===== config.mk =====
export PLATFORM = sky130hd
export DESIGN_NAME = bio_top
export DESIGN_NICKNAME = d
export VERILOG_FILES = /design/src/inc/bio_pkg.sv /design/src/rtl/bio_timeout.sv /design/src/rtl/bio_top.sv
export VERILOG_INCLUDE_DIRS = /design/src /design/src/inc
export SDC_FILE = /design/constraint.sdc
export NUM_CORES = 1
export LEC_CHECK = 0
export CORE_MARGIN = 2
export CORE_UTILIZATION = 63
export DETAILED_ROUTE_END_ITERATION = 10
export DONT_BUFFER_PORTS = 1
export PLACE_DENSITY = 0.79
export REMOVE_ABC_BUFFERS = 1
export SETUP_SLACK_MARGIN = 0.5
export SKIP_CTS_REPAIR_TIMING = 1
export SKIP_LAST_GASP = 1
export SLEW_MARGIN = 0
export SYNTH_ARGS = -nofsm -noshare
export SYNTH_HDL_FRONTEND = slang
export SYNTH_SLANG_ARGS = --single-unit

===== constraint.sdc =====
create_clock -name clk -period 2.5 [get_ports clk]
set_input_delay 0.125 -clock clk [delete_from_list [all_inputs] [get_ports clk]]
set_output_delay 0.125 -clock clk [all_outputs]
set_load 0.01 [all_outputs]

===== src/inc/bio_defs.svh =====
// constants for the bus i/o line diagnosis and safety block
`ifndef BIO_DEFS_SVH
`define BIO_DEFS_SVH

// command and status bit positions
`define BIO_B_SURV_INH 3
`define BIO_B_BUSY 7
`define BIO_B_MOD_HI 6
`define BIO_B_MOD_LO 4
`define BIO_B_FORCED 2
`define BIO_ST_AGREE 2
`define BIO_ST_SAFETY 3
`define BIO_CMD_RESET 8'h00

// receive-line codes
`define BIO_CODE_TRANSP 3'h3
`define BIO_CODE_FORCE_EQ 3'h7
`define BIO_LINE_FIRST 2'h0
`define BIO_LINE_LAST 2'h2
`define BIO_DOMINANT 1'b0

// port write lengths in bytes
`define BIO_LEN_VALUE 3'h1
`define BIO_LEN_DIR 3'h2
`define BIO_LEN_OPT 3'h3
`define BIO_PORT_OFF 8'h00
`define BIO_PORT_ALL 8'hFF

// timing
`define BIO_CLK_MHZ 100
`define BIO_SAFE_CLK_KHZ 500
`define BIO_T_BASE_MS 1000
`define BIO_SHORT_DIV 16
`define BIO_MEDIUM_DIV 4
`define BIO_SUPER_MUL 4
`define BIO_INT_DIV (`BIO_CLK_MHZ * 1000 / `BIO_SAFE_CLK_KHZ)
`define BIO_DIV_W 8
`define BIO_SRC_SWITCH_CYC 6'h20
`define BIO_SRC_W 6
`define BIO_TO_W 24

`endif


===== src/inc/bio_pkg.sv =====
// types for the bus i/o line diagnosis and safety block
package bio_pkg;
  typedef enum logic [2:0] {
    BIO_ST_INIT = 3'b001,
    BIO_ST_RUN = 3'b010,
    BIO_ST_SAFE = 3'b100
  } bio_diag_t;
  typedef logic [1:0] bio_line_t;
  typedef logic [7:0] bio_byte_t;
endpackage : bio_pkg


===== src/rtl/bio_timeout.sv =====
// periodic time-out counter on the safety tick
`timescale 1ns/1ps
`default_nettype none
`include "bio_defs.svh"
module bio_timeout (
  // clock and reset
  input wire logic clk,
  input wire logic sys_rst,
  // control
  input wire logic tick,
  input wire logic restart,
  input wire logic [`BIO_TO_W-1:0] limit,
  // event
  output logic expired_q
);
  localparam logic [`BIO_TO_W-1:0] ONE = `BIO_TO_W'(1);
  logic [`BIO_TO_W-1:0] cnt_q;
  logic at_end;

  assign at_end = tick && (cnt_q == limit - ONE);

  always_ff @(posedge clk) begin
    if (sys_rst || restart) begin
      cnt_q <= '0;
    end else if (at_end) begin
      cnt_q <= '0;
    end else if (tick) begin
      cnt_q <= cnt_q + ONE;
    end
  end

  always_ff @(posedge clk) begin
    if (sys_rst) begin
      expired_q <= 1'b0;
    end else begin
      expired_q <= at_end && !restart;
    end
  end
endmodule : bio_timeout
`default_nettype wire


===== src/rtl/bio_top.sv =====
// line diagnosis, safety supervisor, command/status and port pins
// Contract
// - opt0 dir0 inputs, opt0 dir1 drives value
// - time-outs are T/16, T/4, T, 4T
// - short fires on overlong dominant bus
// - medium: no frames; long: none addressing us
// - time-outs counted on the safety clock
// - three command bits choose line mode
// - automatic mode steps lines 0, 1, 2
// - transparent code keeps line, updates B7..B3
// - forced mode keeps line despite time-outs
// - status low bits: line and agreement
// - agreement means all high or all low
// - B3 set inhibits surveillance and safety
// - status B3 shows safety mode
// - inhibited: interrupt after each addressed frame
// - B6..B4 module, B7 busy, echoed
// - command writes always accepted, port writes only of 1..3 bytes
// - reset clears command, ports high-z, int low
// - safety: port A high-z, B kept, int high; a port A write in the entry cycle wins over the release
// - after reset, super-long silence enters safety
// - frames but no access for long: safety
// - port A write leaves safety, int low
// - port write of 1..3 bytes, else rejected
// - safety clock source switches after 32 cycles
`timescale 1ns/1ps
`default_nettype none
`include "bio_defs.svh"
module bio_top #(
  parameter int unsigned T_TICKS = `BIO_T_BASE_MS * `BIO_SAFE_CLK_KHZ
) (
  // clock and reset
  input wire logic clk,
  input wire logic sys_rst,
  // receive line pins
  input wire logic receive_line_differential,
  input wire logic receive_line_true,
  input wire logic receive_line_complement,
  output logic rx_selected_q,
  // frame controller events
  input wire logic frm_coherent,
  input wire logic frm_addressed,
  // command write
  input wire logic cmd_wr_stb,
  input wire bio_pkg::bio_byte_t cmd_wr_data,
  // port writes
  input wire logic pa_wr_stb,
  input wire logic pb_wr_stb,
  input wire logic [2:0] pw_len,
  input wire bio_pkg::bio_byte_t pw_value,
  input wire bio_pkg::bio_byte_t pw_dir,
  input wire bio_pkg::bio_byte_t pw_opt,
  // read data
  output bio_pkg::bio_byte_t line_and_access_status_q,
  output bio_pkg::bio_byte_t port_a_rd_q,
  output bio_pkg::bio_byte_t port_b_rd_q,
  // port pins
  input wire bio_pkg::bio_byte_t first_io_port_in,
  output bio_pkg::bio_byte_t first_io_port_out,
  output bio_pkg::bio_byte_t first_io_port_oe_n,
  input wire bio_pkg::bio_byte_t second_io_port_in,
  output bio_pkg::bio_byte_t second_io_port_out,
  output bio_pkg::bio_byte_t second_io_port_oe_n,
  // safety clock and interrupt
  input wire logic safety_clock_pin,
  output logic safety_int_q
);
  import bio_pkg::*;

  localparam logic [`BIO_TO_W-1:0] LIM_S = `BIO_TO_W'(T_TICKS / `BIO_SHORT_DIV);
  localparam logic [`BIO_TO_W-1:0] LIM_M = `BIO_TO_W'(T_TICKS / `BIO_MEDIUM_DIV);
  localparam logic [`BIO_TO_W-1:0] LIM_L = `BIO_TO_W'(T_TICKS);
  localparam logic [`BIO_TO_W-1:0] LIM_SL = `BIO_TO_W'(T_TICKS * `BIO_SUPER_MUL);
  localparam logic [`BIO_DIV_W-1:0] DIV_END = `BIO_DIV_W'(`BIO_INT_DIV - 1);

  function automatic bio_line_t next_line(input bio_line_t l);
    next_line = (l == `BIO_LINE_LAST) ? `BIO_LINE_FIRST : l + 2'h1;
  endfunction : next_line

  logic [2:0] rx_s1_q, rx_s2_q;
  bio_byte_t pa_s1_q, pb_s1_q;
  logic sck_s1_q, sck_s2_q, sck_s3_q;
  bio_byte_t line_and_access_command_q;
  bio_line_t line_q;
  logic auto_q;
  bio_diag_t state_q, state_d;
  logic coh_seen_q;
  bio_byte_t port_output_value_q [2];
  bio_byte_t port_direction_q [2];
  bio_byte_t port_option_q [2];
  logic [`BIO_SRC_W-1:0] src_cnt_q;
  logic src_ext_q;
  logic [`BIO_DIV_W-1:0] div_q;
  logic int_tick, ext_tick, tick, agree, surv_on, enter_safe;
  logic pa_wr_ok, pb_wr_ok, len_ok;
  logic sto_q, mto_q, lto_q, super_long_timeout_q;
  logic [2:0] code;

  // pin synchronisers
  always_ff @(posedge clk) begin
    if (sys_rst) begin
      rx_s1_q <= 3'h0;
      rx_s2_q <= 3'h0;
    end else begin
      rx_s1_q <= {receive_line_complement, receive_line_true, receive_line_differential};
      rx_s2_q <= rx_s1_q;
    end
  end

  always_ff @(posedge clk) begin
    if (sys_rst) begin
      pa_s1_q <= 8'h00;
      pb_s1_q <= 8'h00;
      port_a_rd_q <= 8'h00;
      port_b_rd_q <= 8'h00;
    end else begin
      pa_s1_q <= first_io_port_in;
      pb_s1_q <= second_io_port_in;
      port_a_rd_q <= pa_s1_q;
      port_b_rd_q <= pb_s1_q;
    end
  end

  always_ff @(posedge clk) begin
    if (sys_rst) begin
      sck_s1_q <= 1'b0;
      sck_s2_q <= 1'b0;
      sck_s3_q <= 1'b0;
    end else begin
      sck_s1_q <= safety_clock_pin;
      sck_s2_q <= sck_s1_q;
      sck_s3_q <= sck_s2_q;
    end
  end

  // safety tick: internal divider, then the external pin clock
  always_ff @(posedge clk) begin
    if (sys_rst) begin
      div_q <= '0;
    end else begin
      div_q <= int_tick ? '0 : div_q + `BIO_DIV_W'(1);
    end
  end

  always_ff @(posedge clk) begin
    if (sys_rst) begin
      src_cnt_q <= '0;
      src_ext_q <= 1'b0;
    end else if (!src_ext_q) begin
      src_cnt_q <= src_cnt_q + `BIO_SRC_W'(1);
      src_ext_q <= (src_cnt_q == `BIO_SRC_SWITCH_CYC - `BIO_SRC_W'(1));
    end
  end

  assign int_tick = (div_q == DIV_END);
  assign ext_tick = sck_s2_q && !sck_s3_q;
  assign tick = src_ext_q ? ext_tick : int_tick;

  assign agree = (&rx_s2_q) || !(|rx_s2_q);
  assign surv_on = !line_and_access_command_q[`BIO_B_SURV_INH];
  assign code = cmd_wr_data[2:0];
  assign len_ok = (pw_len >= `BIO_LEN_VALUE) && (pw_len <= `BIO_LEN_OPT);
  assign pa_wr_ok = pa_wr_stb && len_ok;
  assign pb_wr_ok = pb_wr_stb && len_ok;

  // command register, written in any state
  always_ff @(posedge clk) begin
    if (sys_rst) begin
      line_and_access_command_q <= `BIO_CMD_RESET;
    end else if (cmd_wr_stb) begin
      line_and_access_command_q[7:3] <= cmd_wr_data[7:3];
      if (code != `BIO_CODE_TRANSP) begin
        line_and_access_command_q[2:0] <= code;
      end
    end
  end

  // line selection
  always_ff @(posedge clk) begin
    if (sys_rst) begin
      line_q <= `BIO_LINE_FIRST;
      auto_q <= 1'b1;
    end else if (cmd_wr_stb && code != `BIO_CODE_TRANSP) begin
      auto_q <= !code[`BIO_B_FORCED];
      line_q <= (code == `BIO_CODE_FORCE_EQ) ? `BIO_LINE_FIRST : code[1:0];
    end else if (auto_q && (mto_q || lto_q)) begin
      line_q <= next_line(line_q);
    end
  end

  always_ff @(posedge clk) begin
    if (sys_rst) begin
      rx_selected_q <= 1'b1;
    end else begin
      rx_selected_q <= rx_s2_q[line_q];
    end
  end

  // time-outs
  bio_timeout u_short (.clk(clk), .sys_rst(sys_rst), .tick(tick),
    .restart(rx_selected_q != `BIO_DOMINANT), .limit(LIM_S), .expired_q(sto_q));
  bio_timeout u_medium (.clk(clk), .sys_rst(sys_rst), .tick(tick),
    .restart(frm_coherent), .limit(LIM_M), .expired_q(mto_q));
  bio_timeout u_long (.clk(clk), .sys_rst(sys_rst), .tick(tick),
    .restart(frm_addressed), .limit(LIM_L), .expired_q(lto_q));
  bio_timeout u_super (.clk(clk), .sys_rst(sys_rst), .tick(tick),
    .restart(frm_addressed), .limit(LIM_SL), .expired_q(super_long_timeout_q));

  // coherent traffic seen during the current long window; a new frame wins
  always_ff @(posedge clk) begin
    if (sys_rst) begin
      coh_seen_q <= 1'b0;
    end else if (frm_coherent) begin
      coh_seen_q <= 1'b1;
    end else if (frm_addressed || lto_q) begin
      coh_seen_q <= 1'b0;
    end
  end

  // safety supervisor
  always_comb begin
    state_d = state_q;
    case (state_q)
      BIO_ST_INIT: begin
        if (frm_addressed) begin
          state_d = BIO_ST_RUN;
        end else if (surv_on && super_long_timeout_q) begin
          state_d = BIO_ST_SAFE;
        end
      end
      BIO_ST_RUN: begin
        if (surv_on && lto_q && (coh_seen_q || frm_coherent)) begin
          state_d = BIO_ST_SAFE;
        end
      end
      BIO_ST_SAFE: begin
        if (pa_wr_ok) begin
          state_d = BIO_ST_RUN;
        end
      end
      default: state_d = BIO_ST_INIT;
    endcase
  end

  assign enter_safe = (state_d == BIO_ST_SAFE) && (state_q != BIO_ST_SAFE);

  always_ff @(posedge clk) begin
    if (sys_rst) begin
      state_q <= BIO_ST_INIT;
    end else begin
      state_q <= state_d;
    end
  end

  always_ff @(posedge clk) begin
    if (sys_rst) begin
      safety_int_q <= 1'b0;
    end else begin
      safety_int_q <= (state_d == BIO_ST_SAFE) || (!surv_on && frm_addressed);
    end
  end

  always_ff @(posedge clk) begin
    if (sys_rst) begin
      line_and_access_status_q <= 8'h00;
    end else begin
      line_and_access_status_q <= {line_and_access_command_q[7:4],
        state_q == BIO_ST_SAFE, agree, 1'b0, line_q[0]} | {6'h00, line_q[1], 1'b0};
    end
  end

  // port registers; a write in the entry cycle wins over the port A release
  always_ff @(posedge clk) begin
    if (sys_rst) begin
      for (int p = 0; p < 2; p++) begin
        port_output_value_q[p] <= `BIO_PORT_OFF;
        port_direction_q[p] <= `BIO_PORT_OFF;
        port_option_q[p] <= `BIO_PORT_OFF;
      end
    end else begin
      if (enter_safe) begin
        port_direction_q[0] <= `BIO_PORT_OFF;
      end
      for (int p = 0; p < 2; p++) begin
        if ((p == 0) ? pa_wr_ok : pb_wr_ok) begin
          port_output_value_q[p] <= pw_value;
          port_direction_q[p] <= (pw_len == `BIO_LEN_VALUE) ? `BIO_PORT_ALL : pw_dir;
          if (pw_len == `BIO_LEN_OPT) begin
            port_option_q[p] <= pw_opt;
          end
        end
      end
    end
  end

  // option bits set are not driven
  assign first_io_port_out = port_output_value_q[0];
  assign first_io_port_oe_n = ~(port_direction_q[0] & ~port_option_q[0]);
  assign second_io_port_out = port_output_value_q[1];
  assign second_io_port_oe_n = ~(port_direction_q[1] & ~port_option_q[1]);
endmodule : bio_top
`default_nettype wire


Word level (Yosys, flattened, before mapping) --
Memories as Yosys holds them, arrays and structs flattened. Index checks and enable logic that the tools add are counted.
Word-level totals: register bits 153, latch bits 0, RAM bits 48, bits in read-only memories 0, input port bits 62, output and inout bits 58, logic and storage cells 146, memories 3
Memory list:
- port_direction_q | words 2, bits a word 8, read ports 2, clocked after Yosys merged registers in 0, write ports 2, line bio_top.sv:89 | bio_byte_t port_direction_q [2];
- port_option_q | words 2, bits a word 8, read ports 2, clocked after Yosys merged registers in 0, write ports 2, line bio_top.sv:90 | bio_byte_t port_option_q [2];
- port_output_value_q | words 2, bits a word 8, read ports 2, clocked after Yosys merged registers in 0, write ports 2, line bio_top.sv:88 | bio_byte_t port_output_value_q [2];
Cells by class: $add $sub $neg 6, multiply operators 0, div/mod/pow operators 0, order comparisons 3, equality and inequality tests 15, shift-type cells 0, mux-type cells 41, bitwise logic cells 14, reductions and logical operators 38
Operators by type and width (number):
- 24-bit by 1-bit adder with 24-bit output (second input constant) | 3
- 8-bit two-way mux | 8
- 8-bit NOT | 4
- 24-bit by 17-bit == test with 1-bit output (second input constant) | 1
- 24-bit by 19-bit == test with 1-bit output (second input constant) | 1
- 24-bit by 21-bit == test with 1-bit output (second input constant) | 1
- 1-bit two-way mux | 23
- 1-bit logical AND | 17
- 8-bit bitwise AND | 2
- 3-bit two-way mux | 4
- 3-bit == test (second input constant) | 3
- 3-bit one-hot mux with 3 select lines | 1
- 8-bit by 1-bit adder with 8-bit output (second input constant) | 1
- 8-bit == test (second input constant) | 1
- 2-bit two-way mux | 4
- 8-bit by 2-bit OR with 8-bit output | 1
- 2-bit OR reduction | 4
- 1-bit logical OR | 7
- 1-bit OR | 7
- 6-bit by 1-bit adder with 6-bit output (second input constant) | 1
- 3-bit by 1-bit == test with 1-bit output (second input constant) | 2
- 3-bit by 2-bit == test with 1-bit output (second input constant) | 2
- 6-bit by 5-bit == test with 1-bit output (second input constant) | 1
- 1-bit logical NOT | 6
- other kinds (11) | 12

Depth between registers and ports, before layout --
depth in word-level cells 12, mapped depth 8, gate-level depth less buffers 6

Hierarchy --
A second synthesis with hierarchy kept.
Unflattened totals: cells, all modules 1043, area total of the unflattened synthesis 10118.5 um^2
Modules (own cells, without submodules):
- bio_timeout | times used 3, cells each 224, area each 1873.0 um^2, seq. area each 500.5 um^2
- bio_top | times used 1, cells each 371, area each 4499.3 um^2, seq. area each 3002.9 um^2

Worst setup path before layout --
No wires, ideal clock.
path type reg2reg, start register div_q[0], end register u_super.cnt_q[23], setup time 115 ps, data arrival time 2053 ps, required time 2385 ps, path slack 332 ps, stages on the path, launching flop included 8, buffers on the path 1, cells stage by stage dfxtp_1 ha_1 nand4b_1 o41a_1 or4_4 nand2_2 buf_6 nor2_1
On the way: cells in the longest elaborated chain, start to end 4
Ends and longest elaborated chain:
- start, declared | line bio_top.sv:93 | logic [`BIO_DIV_W-1:0] div_q;
- start signal, assigned | line bio_top.sv:141 | div_q <= int_tick ? '0 : div_q + `BIO_DIV_W'(1);
- 8-bit == test (*) | line bio_top.sv:155 | assign int_tick = (div_q == DIV_END);
- 1-bit two-way mux (*) | line bio_top.sv:157 | assign tick = src_ext_q ? ext_tick : int_tick;
- 1-bit logical AND | line bio_timeout.sv:20 | assign at_end = tick && (cnt_q == limit - ONE);
- 2-bit OR reduction (no line)
- end signal, assigned | line bio_timeout.sv:28 | cnt_q <= cnt_q + ONE;
- end, declared | line bio_timeout.sv:17 | logic [`BIO_TO_W-1:0] cnt_q;
Every way passes the cells marked *; elsewhere a longest branch is shown, timed or not. A chain may end at the register's enable or synchronous reset.

==> impl_metrics.env <==
export IMPL_status="finished with violations"
export IMPL_violations="hold timing"
export IMPL_yosys_warnings=0
export IMPL_design_die_area_um2=13630
export IMPL_num_rows=41
export IMPL_pre_cts_ws_ns=0.06807
export IMPL_holdWs_ns=-0.01179
export IMPL_critPathRequiredTime_ns=2.69
export IMPL_drt_initial_drc_count=625
export IMPL_vias=6656
export IMPL_initial_core_util_pct=63.99
export IMPL_rsz0062_at_grt="yes"
export IMPL_synth_area_um2=8010
export IMPL_fin_nets=948
export IMPL_dr_pass1_iters=8
export IMPL_reg2reg_slack_ns=0.35
export IMPL_final_layout_size_suffix_gt1_share_pct=14.40
export IMPL_netSwitchingFraction_pct=22.20
export IMPL_layout_common_cells="dfxtp_1, nor2_1, dlygate4sd3_1"
export IMPL_grt_max_degree=79
export IMPL_finalWirelength_mm=22.62
export IMPL_p_seq_share_pct=48.6
export IMPL_fp_dieW_um=116.8
export IMPL_synthFlopType="dfxtp_1"
export IMPL_p_leak_nw=3.736
export IMPL_grt_pass1_wl_mm=25.19
export IMPL_synthToLayoutAreaGrowth_pct=28.16
export IMPL_antenna_found_initial=0
export IMPL_slew_headroom_pct=26.79
export IMPL_synthArstFlopShare_pct=0
export IMPL_clock_sinks=201
export IMPL_use_met2_pct=39.88
export IMPL_gp_congestion=0.8933
export IMPL_reg2reg_from="state_q[2]$_SDFF_PP0_"
export IMPL_track_usage_pct=22.59
export IMPL_grt_met3_usage_pct=4.411
export IMPL_cts_tree="done"
export IMPL_ir_drop_uv=477.3
export IMPL_ys_seq_area_share_pct=56.23
export IMPL_synth_avg_cell_area_um2=10.13
export IMPL_hold_violations=3
export IMPL_grt_use_met1_pct=28.28
export IMPL_cts_max_level=1
export IMPL_reg2reg_to="port_direction_q[0][5]$_SDFFCE_PN0P_"
export IMPL_ant_nets=0
export IMPL_grt_pass1_vias=5270
export IMPL_finalPower_mw=7.261
export IMPL_finalSetupViolCount=0
export IMPL_p_comb_share_pct=5.0
export IMPL_yosys_register_bits=201
export IMPL_worstSetupEndpoint="port_direction_q[0][5]$_SDFFCE_PN0P_"
export IMPL_cp_startpoint="state_q[2]$_SDFF_PP0_"
export IMPL_cp_data_arrival_time_ns=2.33
export IMPL_drc_errors=0
export IMPL_timing_final_crit_share_pct=85.87
export IMPL_pwr_share_clk_pct=46.4
export IMPL_hp_class="in2reg"
export IMPL_critPathMaxFanout=8
export IMPL_max_freq_mhz=465.8
export IMPL_fin_crit_ns=2.147
export IMPL_fin_skew_ns=0.01612
export IMPL_cts_max_path_buffers=3
export IMPL_layout_commonest_cell="dfxtp_1"
export IMPL_maxSlewViolCount=0
export IMPL_syn_inst=791
export IMPL_tightestPinTransition_ns=1.096
export IMPL_wl_per_cell_um=21.18
export IMPL_coreArea_um2=12520
export IMPL_crit_path_start_kind="flip-flop"
export IMPL_synth_edff_count=48
export IMPL_clk_latency_ns=0.50
export IMPL_synth_distinct_cells=52
export IMPL_critical_path_class="reg2reg"
export IMPL_layout_setup_ws_ns=0.3532
export IMPL_hold_path_depth=2
export IMPL_cts_buffers_inserted=21
export IMPL_vias_per_cell=6.232
export IMPL_reg2reg_depth=4
export IMPL_maxCapViolCount=0
export IMPL_boundaryPins=120
export IMPL_clkSlewWorstSetupHoldPaths_ns=0.07
export IMPL_die_y_um=116.8
export IMPL_dpl_hpwl_mm=10.40
export IMPL_powerDensity_nw_per_um2=707.3
export IMPL_grt_overflow=0
export IMPL_grt_busiest_layer="met2"
export IMPL_p_sw_mw=1.612
export IMPL_portBuffers=0
export IMPL_p_int_mw=5.649
export IMPL_cp_end_kind="flip-flop"
export IMPL_ctsRootBufferMaster="clkbuf_16"
export IMPL_fillerInstances=619
export IMPL_diodes=0
[per-layer routing]
metal  routed length [um]  vias to the layer above  part of all wire, %
li1                     -                     2934                    -
met1                 8387                     3199                   37
met2                11530                      426                   51
met3                 1723                       97                  7.6
met4                  971                        0                  4.3
met5                    0                        -                    0
[worst min path at each step]
| stage | from | end |
|---|---|---|
| after floorplan | sys_rst | line_and_access_status_q[0]$_SDFF_PP0_ |
| after global placement | sys_rst | port_a_rd_q[2]$_SDFF_PP0_ |
| after detailed placement | sys_rst | line_and_access_status_q[0]$_SDFF_PP0_ |
| after CTS | sys_rst | pa_s1_q[7]$_SDFF_PP0_ |
| after global routing | sys_rst | src_cnt_q[4]$_SDFFE_PP0N_ |
| final | sys_rst | port_b_rd_q[0]$_SDFF_PP0_ |
[logic make-up after synthesis]
family,synth area share [%]
buf+inv,2.327
compound gates,4.093
mux,0.8748
xor+xnor,7.763
flops,56.23
fa+ha+maj,0.7810
simple gates,27.93
[cell usage after synthesis (4+ instances only)]
cell	instances	share of area, %
xnor2_1	50	5.5
nor2b_1	47	3.7
buf_2	11	0.69
nor3_1	26	1.6
nand4_1	23	1.8
clkbuf_1	16	0.75
ha_1	5	0.78
nor4b_1	8	0.87
dfxtp_1	153	38
inv_1	8	0.37
edfxtp_1	48	18
mux2i_1	7	0.87
and2_1	13	1.0
o21ai_0	12	0.75
nand2b_1	23	1.8
or3_1	10	0.78
nand3_1	28	1.7
and4_1	7	0.77
nor4_1	24	1.9
a21oi_1	16	1.0
nand3b_1	4	0.37
nand4b_1	4	0.44
xor2_1	21	2.3
nor2_1	120	5.6
nand2_1	51	2.4
and3_1	17	1.3
[final cells by class]
type	count	area (um^2)	share of cell area (%)
Sequential cell	201	4519	44.02
Multi-Input combinational cell	551	3717	36.21
Timing Repair Buffer	97	1035	10.08
Clock buffer	25	560.5	5.460
Tap cell	172	215.2	2.096
Clock inverter	13	185.2	1.804
Inverter	9	33.78	0.3291
[state kept, by name (all words and copies together), names as in the netlist, 2 cells and up]
name                       cells
u_long.cnt_q                  24
state_q                        3
div_q                          8
port_b_rd_q                    8
pb_s1_q                        8
src_cnt_q                      6
line_and_access_status_q       8
u_medium.cnt_q                24
line_q                         2
rx_s1_q                        3
port_direction_q              16
line_and_access_command_q      5
port_output_value_q           16
rx_s2_q                        3
port_option_q                 16
u_super.cnt_q                 24
port_a_rd_q                    8
pa_s1_q                        8
[critical path, cell delays in order (launching register included)]
cell and delay (ns):
dfxtp_2 0.33, or3b_4 0.41, or4b_4 0.57, a31oi_4 0.27, a31o_4 0.27
[through the flow]
step | instances | util [%] | setup TNS [ns] | hold WS [ns] | cell area [um^2]
global placement | 938 | 65.04 | 0 | 0.2009 | 8142
floorplan | 760 | - | -19.22 | 0.1917 | 7858
finish | 1068 | 82.02 | 0 | -0.01179 | 10270
CTS | 976 | 71.00 | 0 | -0.3114 | 8887
detailed placement | 938 | 65.04 | 0 | 0.2042 | 8142
global route | 1068 | 82.02 | 0 | 0.009951 | 10270
[power groups by stage]
stage | sequential [mW] | clock (mW) | combinational (mW)
detailed placement | 3.59 | 0 | 0.192
finish | 3.53 | 3.37 | 0.361
global route | 3.54 | 3.52 | 0.383
CTS | 3.52 | 3.34 | 0.194
global placement | 3.58 | 0 | 0.183
floorplan | 3.57 | 0 | 0.149
(Power assumes the default switching activity.)
